$ cat src/shared/pfd_params.svh
// constants for the program flow decoder: opcodes, lengths, reset values
`ifndef PFD_PARAMS_SVH
`define PFD_PARAMS_SVH

`define PFD_PC_RESET      16'h0000
`define PFD_SP_RESET      8'h07

`define PFD_OP_LONG_JUMP  8'h02
`define PFD_OP_SHORT_JUMP 8'h80
`define PFD_OP_LONG_CALL  8'h12
`define PFD_OP_CALL_EXIT  8'h22
`define PFD_BLOCK_FIELD   5'h01
`define PFD_BLOCK_CALL_F  5'h11
`define PFD_BLOCK_LSB     11

`define PFD_LEN_ONE       2'h1
`define PFD_LEN_TWO       2'h2
`define PFD_LEN_THREE     2'h3

`endif

$ cat src/shared/pfd_pkg.sv
// types shared by the program flow decoder modules
package pfd_pkg;

  typedef enum logic [2:0] {
    PFD_S_FETCH    = 3'b000,
    PFD_S_GET      = 3'b001,
    PFD_S_EXEC     = 3'b010,
    PFD_S_PUSH_LO  = 3'b011,
    PFD_S_PUSH_HI  = 3'b100,
    PFD_S_POP_HI   = 3'b101,
    PFD_S_POP_LO   = 3'b110,
    PFD_S_POP_DONE = 3'b111
  } pfd_state_e;

  typedef enum logic [2:0] {
    PFD_M_NONE  = 3'b000,
    PFD_M_ACC   = 3'b001,
    PFD_M_BANK  = 3'b010,
    PFD_M_IND   = 3'b011,
    PFD_M_DIR   = 3'b100,
    PFD_M_IMM   = 3'b101,
    PFD_M_BIT   = 3'b110,
    PFD_M_CARRY = 3'b111
  } pfd_mode_e;

endpackage

$ cat src/design/pfd_program_flow_decoder.sv
// program flow decoder: fetch, jumps, calls, call_exit and copy_op dispatch
`timescale 1ns/1ps
`include "pfd_params.svh"

module pfd_program_flow_decoder
  import pfd_pkg::*;
(
  // clock and reset
  input  wire logic        mclk,
  input  wire logic        reset_n,
  // program memory, data one cycle after code_req
  output logic             code_req,
  output logic [15:0]      code_addr,
  input  wire logic [7:0]  code_rdata,
  // internal ram stack, read data one cycle after ram_re
  output logic             ram_we,
  output logic             ram_re,
  output logic [7:0]       ram_addr,
  output logic [7:0]       ram_wdata,
  input  wire logic [7:0]  ram_rdata,
  // copy_op dispatch to the datapath
  output logic             copy_valid,
  output pfd_mode_e        copy_dst_mode,
  output logic [7:0]       copy_dst_arg,
  output pfd_mode_e        copy_src_mode,
  output logic [7:0]       copy_src_arg,
  output logic             copy_imm,
  // opcodes outside this block
  output logic             other_valid,
  output logic [7:0]       other_opcode,
  // core state
  output logic [15:0]      pc,
  output logic [7:0]       sp,
  output logic             flow_taken
);

  pfd_state_e  state;
  pfd_state_e  next_state;
  logic [1:0]  idx;
  logic [1:0]  next_idx;
  logic [1:0]  len;
  logic [1:0]  next_len;
  logic [7:0]  opcode;
  logic [7:0]  next_opcode;
  logic [7:0]  byte1;
  logic [7:0]  next_byte1;
  logic [7:0]  byte2;
  logic [7:0]  next_byte2;
  logic [15:0] target;
  logic [15:0] next_target;
  logic [15:0] next_pc;
  logic [7:0]  next_sp;
  logic        next_flow_taken;
  logic        next_copy_valid;
  pfd_mode_e   next_copy_dst_mode;
  logic [7:0]  next_copy_dst_arg;
  pfd_mode_e   next_copy_src_mode;
  logic [7:0]  next_copy_src_arg;
  logic        next_copy_imm;
  logic        next_other_valid;
  logic [7:0]  next_other_opcode;

  // classifier inputs and results
  logic        first_byte;
  logic [7:0]  op_sel;
  logic        cls_copy;
  logic [1:0]  cls_len;
  pfd_mode_e   cls_dst_mode;
  logic [7:0]  cls_dst_arg;
  pfd_mode_e   cls_src_mode;
  logic [7:0]  cls_src_arg;
  logic [1:0]  len_now;
  logic [15:0] rel_target;
  logic [15:0] block_target;

  // the opcode byte is classified as it arrives so its length is known at once
  assign first_byte = (state == PFD_S_GET) && (idx == 2'h0);
  assign op_sel     = first_byte ? code_rdata : opcode;
  assign len_now    = first_byte ? cls_len : len;

  pfd_copy_classify u_classify (
    .opcode   (op_sel),
    .byte1    (byte1),
    .byte2    (byte2),
    .is_copy  (cls_copy),
    .op_len   (cls_len),
    .dst_mode (cls_dst_mode),
    .dst_arg  (cls_dst_arg),
    .src_mode (cls_src_mode),
    .src_arg  (cls_src_arg)
  );

  // pc already points past the instruction when these are used
  assign rel_target   = pc + {{8{byte1[7]}}, byte1};
  assign block_target = {pc[15:`PFD_BLOCK_LSB], opcode[7:5], byte1};

  always_comb begin
    next_state         = state;
    next_idx           = idx;
    next_len           = len;
    next_opcode        = opcode;
    next_byte1         = byte1;
    next_byte2         = byte2;
    next_target        = target;
    next_pc            = pc;
    next_sp            = sp;
    next_flow_taken    = 1'b0;
    next_copy_valid    = 1'b0;
    next_copy_dst_mode = copy_dst_mode;
    next_copy_dst_arg  = copy_dst_arg;
    next_copy_src_mode = copy_src_mode;
    next_copy_src_arg  = copy_src_arg;
    next_copy_imm      = copy_imm;
    next_other_valid   = 1'b0;
    next_other_opcode  = other_opcode;
    code_req           = 1'b0;
    code_addr          = pc;
    ram_we             = 1'b0;
    ram_re             = 1'b0;
    ram_addr           = sp;
    ram_wdata          = 8'h00;
    unique case (state)
      PFD_S_FETCH: begin
        code_req   = 1'b1;
        next_state = PFD_S_GET;
      end
      PFD_S_GET: begin
        next_pc = pc + 16'h0001;
        if (idx == 2'h0) begin
          next_opcode = code_rdata;
          next_len    = cls_len;
        end else if (idx == 2'h1) begin
          next_byte1 = code_rdata;
        end else begin
          next_byte2 = code_rdata;
        end
        if (idx + 2'h1 == len_now) begin
          next_idx   = 2'h0;
          next_state = PFD_S_EXEC;
        end else begin
          next_idx   = idx + 2'h1;
          next_state = PFD_S_FETCH;
        end
      end
      PFD_S_EXEC: begin
        next_state = PFD_S_FETCH;
        if (cls_copy) begin
          // datapath stores the source value, or the literal when immediate
          next_copy_valid    = 1'b1;
          next_copy_dst_mode = cls_dst_mode;
          next_copy_dst_arg  = cls_dst_arg;
          next_copy_src_mode = cls_src_mode;
          next_copy_src_arg  = cls_src_arg;
          next_copy_imm      = (cls_src_mode == PFD_M_IMM);
        end else if (opcode == `PFD_OP_LONG_JUMP) begin
          next_pc         = {byte1, byte2};
          next_flow_taken = 1'b1;
        end else if (opcode == `PFD_OP_SHORT_JUMP) begin
          next_pc         = rel_target;
          next_flow_taken = 1'b1;
        end else if (opcode[4:0] == `PFD_BLOCK_FIELD) begin
          next_pc         = block_target;
          next_flow_taken = 1'b1;
        end else if (opcode == `PFD_OP_LONG_CALL) begin
          next_target = {byte1, byte2};
          next_state  = PFD_S_PUSH_LO;
        end else if (opcode[4:0] == `PFD_BLOCK_CALL_F) begin
          next_target = block_target;
          next_state  = PFD_S_PUSH_LO;
        end else if (opcode == `PFD_OP_CALL_EXIT) begin
          next_state = PFD_S_POP_HI;
        end else begin
          next_other_valid  = 1'b1;
          next_other_opcode = opcode;
        end
      end
      PFD_S_PUSH_LO: begin
        // low byte of the return address goes first, one slot above sp
        ram_we     = 1'b1;
        ram_addr   = sp + 8'h01;
        ram_wdata  = pc[7:0];
        next_sp    = sp + 8'h01;
        next_state = PFD_S_PUSH_HI;
      end
      PFD_S_PUSH_HI: begin
        ram_we          = 1'b1;
        ram_addr        = sp + 8'h01;
        ram_wdata       = pc[15:8];
        next_sp         = sp + 8'h01;
        next_pc         = target;
        next_flow_taken = 1'b1;
        next_state      = PFD_S_FETCH;
      end
      PFD_S_POP_HI: begin
        ram_re     = 1'b1;
        ram_addr   = sp;
        next_sp    = sp - 8'h01;
        next_state = PFD_S_POP_LO;
      end
      PFD_S_POP_LO: begin
        next_pc    = {ram_rdata, pc[7:0]};
        ram_re     = 1'b1;
        ram_addr   = sp;
        next_sp    = sp - 8'h01;
        next_state = PFD_S_POP_DONE;
      end
      PFD_S_POP_DONE: begin
        next_pc         = {pc[15:8], ram_rdata};
        next_flow_taken = 1'b1;
        next_state      = PFD_S_FETCH;
      end
    endcase
  end

  // stack wraps within 256 bytes; overflow is the program's problem, not trapped here
  always_ff @(posedge mclk or negedge reset_n) begin
    if (!reset_n) begin
      state         <= PFD_S_FETCH;
      idx           <= 2'h0;
      len           <= `PFD_LEN_ONE;
      opcode        <= 8'h00;
      byte1         <= 8'h00;
      byte2         <= 8'h00;
      target        <= 16'h0000;
      pc            <= `PFD_PC_RESET;
      sp            <= `PFD_SP_RESET;
      flow_taken    <= 1'b0;
      copy_valid    <= 1'b0;
      copy_dst_mode <= PFD_M_NONE;
      copy_dst_arg  <= 8'h00;
      copy_src_mode <= PFD_M_NONE;
      copy_src_arg  <= 8'h00;
      copy_imm      <= 1'b0;
      other_valid   <= 1'b0;
      other_opcode  <= 8'h00;
    end else begin
      state         <= next_state;
      idx           <= next_idx;
      len           <= next_len;
      opcode        <= next_opcode;
      byte1         <= next_byte1;
      byte2         <= next_byte2;
      target        <= next_target;
      pc            <= next_pc;
      sp            <= next_sp;
      flow_taken    <= next_flow_taken;
      copy_valid    <= next_copy_valid;
      copy_dst_mode <= next_copy_dst_mode;
      copy_dst_arg  <= next_copy_dst_arg;
      copy_src_mode <= next_copy_src_mode;
      copy_src_arg  <= next_copy_src_arg;
      copy_imm      <= next_copy_imm;
      other_valid   <= next_other_valid;
      other_opcode  <= next_other_opcode;
    end
  end

endmodule

$ cat src/design/pfd_copy_classify.sv
// opcode classifier: copy_op operand modes and instruction length
`timescale 1ns/1ps
`include "pfd_params.svh"

module pfd_copy_classify
  import pfd_pkg::*;
(
  // instruction bytes
  input  wire logic [7:0] opcode,
  input  wire logic [7:0] byte1,
  input  wire logic [7:0] byte2,
  // classification
  output logic            is_copy,
  output logic [1:0]      op_len,
  output pfd_mode_e       dst_mode,
  output logic [7:0]      dst_arg,
  output pfd_mode_e       src_mode,
  output logic [7:0]      src_arg
);

  logic [7:0] bank_idx;
  logic [7:0] ind_idx;

  assign bank_idx = {5'h00, opcode[2:0]};
  assign ind_idx  = {7'h00, opcode[0]};

  always_comb begin
    is_copy  = 1'b1;
    op_len   = `PFD_LEN_TWO;
    dst_mode = PFD_M_NONE;
    dst_arg  = 8'h00;
    src_mode = PFD_M_NONE;
    src_arg  = 8'h00;
    // 57 copy_op variants; the 16-bit pointer load is not among them
    casez (opcode)
      8'h74: begin
        dst_mode = PFD_M_ACC;
        src_mode = PFD_M_IMM;
        src_arg  = byte1;
      end
      8'h75: begin
        op_len   = `PFD_LEN_THREE;
        dst_mode = PFD_M_DIR;
        dst_arg  = byte1;
        src_mode = PFD_M_IMM;
        src_arg  = byte2;
      end
      8'b0111_011?: begin
        dst_mode = PFD_M_IND;
        dst_arg  = ind_idx;
        src_mode = PFD_M_IMM;
        src_arg  = byte1;
      end
      8'b0111_1???: begin
        dst_mode = PFD_M_BANK;
        dst_arg  = bank_idx;
        src_mode = PFD_M_IMM;
        src_arg  = byte1;
      end
      8'h85: begin
        // source address is encoded before the destination
        op_len   = `PFD_LEN_THREE;
        dst_mode = PFD_M_DIR;
        dst_arg  = byte2;
        src_mode = PFD_M_DIR;
        src_arg  = byte1;
      end
      8'b1000_011?: begin
        dst_mode = PFD_M_DIR;
        dst_arg  = byte1;
        src_mode = PFD_M_IND;
        src_arg  = ind_idx;
      end
      8'b1000_1???: begin
        dst_mode = PFD_M_DIR;
        dst_arg  = byte1;
        src_mode = PFD_M_BANK;
        src_arg  = bank_idx;
      end
      8'h92: begin
        dst_mode = PFD_M_BIT;
        dst_arg  = byte1;
        src_mode = PFD_M_CARRY;
      end
      8'hA2: begin
        dst_mode = PFD_M_CARRY;
        src_mode = PFD_M_BIT;
        src_arg  = byte1;
      end
      8'b1010_011?: begin
        dst_mode = PFD_M_IND;
        dst_arg  = ind_idx;
        src_mode = PFD_M_DIR;
        src_arg  = byte1;
      end
      8'b1010_1???: begin
        dst_mode = PFD_M_BANK;
        dst_arg  = bank_idx;
        src_mode = PFD_M_DIR;
        src_arg  = byte1;
      end
      8'hE5: begin
        dst_mode = PFD_M_ACC;
        src_mode = PFD_M_DIR;
        src_arg  = byte1;
      end
      8'b1110_011?: begin
        op_len   = `PFD_LEN_ONE;
        dst_mode = PFD_M_ACC;
        src_mode = PFD_M_IND;
        src_arg  = ind_idx;
      end
      8'b1110_1???: begin
        op_len   = `PFD_LEN_ONE;
        dst_mode = PFD_M_ACC;
        src_mode = PFD_M_BANK;
        src_arg  = bank_idx;
      end
      8'hF5: begin
        dst_mode = PFD_M_DIR;
        dst_arg  = byte1;
        src_mode = PFD_M_ACC;
      end
      8'b1111_011?: begin
        op_len   = `PFD_LEN_ONE;
        dst_mode = PFD_M_IND;
        dst_arg  = ind_idx;
        src_mode = PFD_M_ACC;
      end
      8'b1111_1???: begin
        op_len   = `PFD_LEN_ONE;
        dst_mode = PFD_M_BANK;
        dst_arg  = bank_idx;
        src_mode = PFD_M_ACC;
      end
      default: begin
        is_copy = 1'b0;
        if (opcode == `PFD_OP_LONG_JUMP || opcode == `PFD_OP_LONG_CALL) begin
          op_len = `PFD_LEN_THREE;
        end else if (opcode == `PFD_OP_SHORT_JUMP) begin
          op_len = `PFD_LEN_TWO;
        end else if (opcode[4:0] == `PFD_BLOCK_FIELD || opcode[4:0] == `PFD_BLOCK_CALL_F) begin
          op_len = `PFD_LEN_TWO;
        end else begin
          // any other opcode is handed on as a single byte
          op_len = `PFD_LEN_ONE;
        end
      end
    endcase
  end

endmodule

$ cat config.mk
export PLATFORM = sky130hd
export DESIGN_NAME = pfd_program_flow_decoder
export DESIGN_NICKNAME = d
export VERILOG_FILES = /design/src/shared/pfd_pkg.sv /design/src/design/pfd_program_flow_decoder.sv /design/src/design/pfd_copy_classify.sv
export VERILOG_INCLUDE_DIRS = /design/src /design/src/shared
export SDC_FILE = /design/constraint.sdc
export NUM_CORES = 1
export LEC_CHECK = 0
export ABC_AREA = 1
export BUFFER_PORTS_ARGS = -buffer_cell sky130_fd_sc_hd__buf_4
export CORE_UTILIZATION = 51
export CTS_CLUSTER_SIZE = 25
export DETAILED_ROUTE_END_ITERATION = 8
export PLACE_DENSITY = 0.7
export RECOVER_POWER = 100
export SETUP_SLACK_MARGIN = 0.02
export SLEW_MARGIN = 30
export SYNTH_ARGS = -nofsm -noshare
export SYNTH_HDL_FRONTEND = slang
export SYNTH_HIERARCHICAL = 1
export SYNTH_SLANG_ARGS = --single-unit
$ cat constraint.sdc
create_clock -name mclk -period 3.65 [get_ports mclk]
set_input_delay 0.365 -clock mclk [delete_from_list [all_inputs] [get_ports mclk]]
set_output_delay 0.365 -clock mclk [all_outputs]
set_load 0.01 [all_outputs]
==> impl_metrics.env, run 1 <==
export IMPL_status="finished, violations left"
export IMPL_violations="max-capacitance violations, max-slew violations"
export IMPL_cts_tree="done"
export IMPL_fill_cells=1508
export IMPL_first_iter_violations=689
export IMPL_max_freq_mhz=302
export IMPL_worstMarginPinSlew_ns=2.64
export IMPL_hold_depth=3
export IMPL_synthCells=1113
export IMPL_yosys_warnings=6
export IMPL_clk_pin_slew_worst_paths_ns=0.07
export IMPL_firstDrtPassIters=5
export IMPL_synth_ff_type="dfrtp_1"
export IMPL_clk_latency_ns=0.36
export IMPL_hold_viol_final=0
export IMPL_core_area_um2=14500
export IMPL_antenna_found_initial=0
export IMPL_synth_largest_area_cell="dfrtp_1"
export IMPL_reg2reg_depth=20
export IMPL_global_route_usage_total_pct=31.7
export IMPL_fin_skew_ns=0.0110
export IMPL_grt_first_pass_wirelength_um=36200
export IMPL_post_synth_top_count_cell="nand2_1"
export IMPL_syn_nets=1153
export IMPL_power_density_nw_per_um2=994
export IMPL_rsz0062_at_grt="yes"
export IMPL_fin_setup_tns_ns=0
export IMPL_setup_viol=0
export IMPL_finalNetCount=1253
export IMPL_drive_above_1_share_pct=8.46
export IMPL_relSlewSlack_pct=-76.0
export IMPL_max_cap_violations=1
export IMPL_seq_area_frac_synth_pct=34.9
export IMPL_yosys_area_top_type_share_pct=33.5
export IMPL_hp_class="primary input to register"
export IMPL_wirelength_um=23200
export IMPL_ir_drop_mv=0.453
export IMPL_first_global_vias=6983
export IMPL_io_buffers=110
export IMPL_num_antenna_cells=0
export IMPL_crit_arrival_ns=3.56
export IMPL_p_leak_nw=4.35
export IMPL_vias=7806
export IMPL_cts_buffers=9
export IMPL_dieArea_um2=15300
export IMPL_hold_ws_ns=0.314
export IMPL_power_total_mw=8.42
export IMPL_min_period_ns=3.31
export IMPL_async_flop_share_pct=100
export IMPL_synth_common_cells="nand2_1 (369), inv_1 (116), nor2_1 (102), dfrtp_1 (101), o21ai_0 (77)"
export IMPL_start_util_pct=52.1
export IMPL_avgSynthCellArea_um2=6.78
export IMPL_detailed_place_hpwl_um=17500
export IMPL_ctsHtreeMaxLevel=3
export IMPL_ys_top_cells_by_area="dfrtp_1 (34%), nand2_1 (18%), inv_1 (5.8%)"
export IMPL_die_w_um=124
export IMPL_clockBufferDepth=2
export IMPL_area_growth_pct=12.3
export IMPL_grt_ovfl_total=0
export IMPL_routed_via_density=5.57
export IMPL_critPathKind="register to register"
export IMPL_cp_end_kind="register"
export IMPL_synth_edff_count=0
export IMPL_crit_fanout=18
export IMPL_synth_ff_latch_count=105
export IMPL_fin_crit_sh_pct=90.8
export IMPL_holdBufCountCts=0
export IMPL_rows=44
export IMPL_synth_area_um2=7540
export IMPL_clock_sinks=105
export IMPL_cts_root_buf="clkbuf_16"
export IMPL_ant_nets=0
export IMPL_drv_slew=106
export IMPL_place_congestion=0.923
export IMPL_die_h_um=124
export IMPL_grt_max_degree=106
export IMPL_routedWlPerCell_um=16.6
export IMPL_required_ns=3.89
export IMPL_yosysUniqueCellTypes=52
export IMPL_drc=0
export IMPL_ioPinCount=111
export IMPL_startpoint_type="register"
==> kinds of logic after synthesis <==
kind of cell,after synthesis,synth area share (%)
and+or+nand+nor,594,34.1
AOI/OAI and AO/OA,193,14.3
buffers and inverters,170,9.46
DFF,105,34.9
xor gates and xnor gates,25,2.90
adders and majority gates,22,3.85
muxes,4,0.564
==> sequential cells by signal (all words and copies together), names as in the netlist, 3 cells and up <==
name and cells:
byte1 8, byte2 8, code_addr 16, copy_dst_arg 8, copy_dst_mode 3, copy_src_arg 8
copy_src_mode 3, opcode 8, other_opcode 8, sp 8, state 3, target 16
==> final cells by class <==
class | count | area [um^2] | area share [%]
Clock buffer | 13 | 260 | 3.07
Clock inverter | 3 | 46.3 | 0.547
Inverter | 133 | 502 | 5.92
Multi-Input combinational cell | 838 | 4200 | 49.5
Sequential cell | 105 | 2630 | 31.1
Tap cell | 184 | 230 | 2.72
Timing Repair Buffer | 126 | 602 | 7.11
==> power breakdown <==
part           internal, mW  switching [mW]
registers              1.68           0.777
clock network         0.573           0.446
logic                  1.70            3.24
total                  3.96            4.46
==> per-layer routing <==
layer,GRT usage [%],routed length [um],up-vias
li1,-,-,3789
met1,40.9,9850,3634
met2,51.3,10800,327
met3,6.68,1820,56
met4,13.4,769,0
met5,0,0,-
==> critical path, cell delays in order (launching register included) <==
cell      delay (ns)
dfrtp_1         0.42
inv_1           0.08
ha_2            0.25
nand2_4         0.14
o21ai_0         0.24
clkbuf_1        0.28
nand2_1         0.16
nor2_4          0.16
nand3_2         0.19
nand2_1         0.12
nor2_1          0.06
nand4_1         0.15
inv_1           0.07
nor2_2          0.22
a31oi_2         0.11
nand2_1         0.21
inv_2           0.09
o21ai_1         0.08
inv_1           0.05
nand2_1         0.06
nand2_1         0.04
==> worst paths after layout <==
kind                       slack, ns            start         endpoint
max reg2reg                     0.34           idx[0]    code_addr[14]
max                             0.34           idx[0]    code_addr[14]
min in group asynchronous       0.92          reset_n     code_addr[8]
min                             0.31    code_rdata[5]         byte2[5]
min reg2reg                     0.47  copy_src_arg[1]  copy_src_arg[1]
max in group asynchronous       1.17          reset_n    code_addr[11]
==> metrics by stage <==
step	utilization, %	cell area [um^2]	worst slack, ns	std cells
2_1_floorplan	-	7540	0.261	1113
3_5_place_dp	58.8	8520	0.132	1386
6_report	58.5	8470	0.335	1402
4_1_cts	60.9	8820	0.111	1402
3_3_place_gp	58.8	8520	0.287	1386
5_1_grt	58.5	8470	0.0301	1402
==> layout by cell type (no fill, tap or decap), drive strengths merged, types with 6 or more instances in the layout <==
cell,n
o21ai,93
buf,33
nor3,15
nor2,120
nand4,15
o22ai,7
nand3,59
nand2,378
dfrtp,101
xor2,21
ha,20
inv,133
clkbuf,106
a21oi,58
a221oi,6
o211ai,8
==> timing repair <==
item,in CTS,in global routing
gates resized for setup,0,6
setup buffers,0,0
setup endpoints to repair,0,30
endpoints found under the hold margin,0,0
No activity file was read; power rests on OpenSTA's default activity.
==> run 2, diff against run 1 <==
Settings changed: CORE_ASPECT_RATIO set to 0.6.
==> impl_metrics.env, run 2 (same netlist as run 1, synthesis figures left out) <==
export IMPL_status="finished, violations left"
export IMPL_violations="max-capacitance violations, max-slew violations"
export IMPL_ioPinCount=111
export IMPL_firstDrtPassIters=6
export IMPL_vias=7919
export IMPL_startpoint_type="register"
export IMPL_critPathKind="register to register"
export IMPL_min_period_ns=3.32
export IMPL_dieArea_um2=15300
export IMPL_critPathTopFamily="simple AND/OR/NAND/NOR gates"
export IMPL_clock_sinks=105
export IMPL_grt_max_degree=47
export IMPL_final_common_cell="nand2_1"
export IMPL_crit_fanout=18
export IMPL_die_h_um=96.2
export IMPL_r2r_start="idx[0]"
export IMPL_antenna_found_initial=1
export IMPL_crit_top_cell="nand2_1"
export IMPL_place_congestion=0.969
export IMPL_area_growth_pct=16.4
export IMPL_seq_area_um2=2630
export IMPL_fin_crit_sh_pct=90.9
export IMPL_dr_wl_met2_um=8600
export IMPL_detailed_place_hpwl_um=19200
export IMPL_critPathBufInv=6
export IMPL_crit_arrival_ns=3.60
export IMPL_global_route_usage_total_pct=32.9
export IMPL_cts_buffers=9
export IMPL_relSlewSlack_pct=-73.5
export IMPL_first_global_vias=6756
export IMPL_grt_ovfl_total=0
export IMPL_die_w_um=159
export IMPL_cts_tree="done"
export IMPL_ir_drop_mv=0.485
export IMPL_first_iter_violations=906
export IMPL_top_layer_used="met4"
export IMPL_p_leak_nw=4.61
export IMPL_core_area_um2=14000
export IMPL_power_density_nw_per_um2=1020
export IMPL_clockBufferDepth=2
export IMPL_cp_end_kind="register"
export IMPL_fin_skew_ns=0.00976
export IMPL_wl_met1_um=12600
export IMPL_max_freq_mhz=302
export IMPL_drive_above_1_share_pct=14.3
export IMPL_holdBufCountCts=0
export IMPL_holdCritStartpoint="code_rdata[1]"
export IMPL_power_total_mw=8.91
export IMPL_multi_input_area_um2=4210
export IMPL_setup_viol=0
export IMPL_finalNetCount=1266
export IMPL_critPathMaxStageDelay_ns=0.43
export IMPL_ctsHtreeMaxLevel=3
export IMPL_layout_common_cells="nand2_1 (369), inv_1 (116), nor2_1 (102)"
export IMPL_start_util_pct=53.7
export IMPL_hold_ws_ns=0.322
export IMPL_crit_slowest_cell="dfrtp_1"
export IMPL_fill_cells=1405
export IMPL_wirelength_um=24600
export IMPL_hold_viol_final=0
export IMPL_rows=33
export IMPL_hp_class="primary input to register"
export IMPL_required_ns=3.93
export IMPL_io_buffers=110
export IMPL_fin_cells=1424
export IMPL_routed_via_density=5.56
export IMPL_clk_pin_slew_worst_paths_ns=0.08
export IMPL_clk_latency_ns=0.36
export IMPL_dr_wl_met3_um=3190
export IMPL_rsz0062_at_grt="yes"
export IMPL_routedWlPerCell_um=17.3
export IMPL_drv_slew=47
export IMPL_ant_nets=0
export IMPL_grt_first_pass_wirelength_um=38100
export IMPL_crit_path_cell_trace="inv_1, ha_1, nand2_4, nand2_1, o21ai_0, buf_4, nand2_1, inv_1, nand2_1, nor2_2, nor2_4, nand2_1, nor2_1, nand4_1, buf_4, inv_1, nor2_2, a31oi_2, nand2_1, inv_2, o21ai_0, o22ai_1"
export IMPL_cts_root_buf="clkbuf_16"
export IMPL_drc=0
export IMPL_fin_setup_tns_ns=0
export IMPL_placed_cells=1406
export IMPL_startpoint="idx[0]"
export IMPL_max_cap_violations=1
export IMPL_worstMarginPinSlew_ns=2.60
[run 2: metal layers]
metal,up-vias,global-route usage (%)
li1,3818,-
met1,3677,53.4
met2,404,40.3
met3,20,10.7
met4,0,5.21
met5,-,0
[run 2: final timing paths]
path	endpoint	slack [ns]	depth (start not counted)
hold reg to reg	copy_dst_mode[1]	0.47	2
setup reg to reg	code_addr[11]	0.33	22
hold / removal	byte2[1]	0.32	3
max in group asynchronous	copy_src_arg[6]	0.97	2
setup / recovery	code_addr[11]	0.33	22
min in group asynchronous	code_addr[7]	0.80	1
[run 2: where the power goes]
part           leakage [nW]  switching [mW]  internal (mW)
clock network         0.142           0.459          0.555
logic                  3.15            3.51           2.00
registers              1.32           0.696           1.69
total                  4.61            4.67           4.24
[run 2: stage by stage]
step	instance area [um^2]	setup slack, ns	util (%)
finish	8780	0.333	62.5
global route	8780	-0.00931	62.5
CTS	8910	0.0547	63.5
detailed placement	8600	0.0600	61.3
global placement	8600	0.271	61.3
floorplan	7540	0.261	-
[run 2: worst min-delay path, delay by kind of cell]
kind | cells | cell delay, ns
compound gates | 1 | 0.14
buf+inv | 2 | 0.13
[run 2: area by class of cell]
cell class | instances | area share, %
inverter | 133 | 5.69
tap | 192 | 2.74
clock inverter | 5 | 0.713
multi-input combinational | 838 | 47.9
sequential | 105 | 30.0
timing repair buffer | 139 | 10.2
antenna | 1 | 0.0285
clock buffer | 11 | 2.77
[run 2: timing repair]
action                     4_1_cts  5_1_grt
hold endpoints to repair         0        0
resized for setup                0        5
setup buffers                    0        1
setup endpoints to repair        0       58
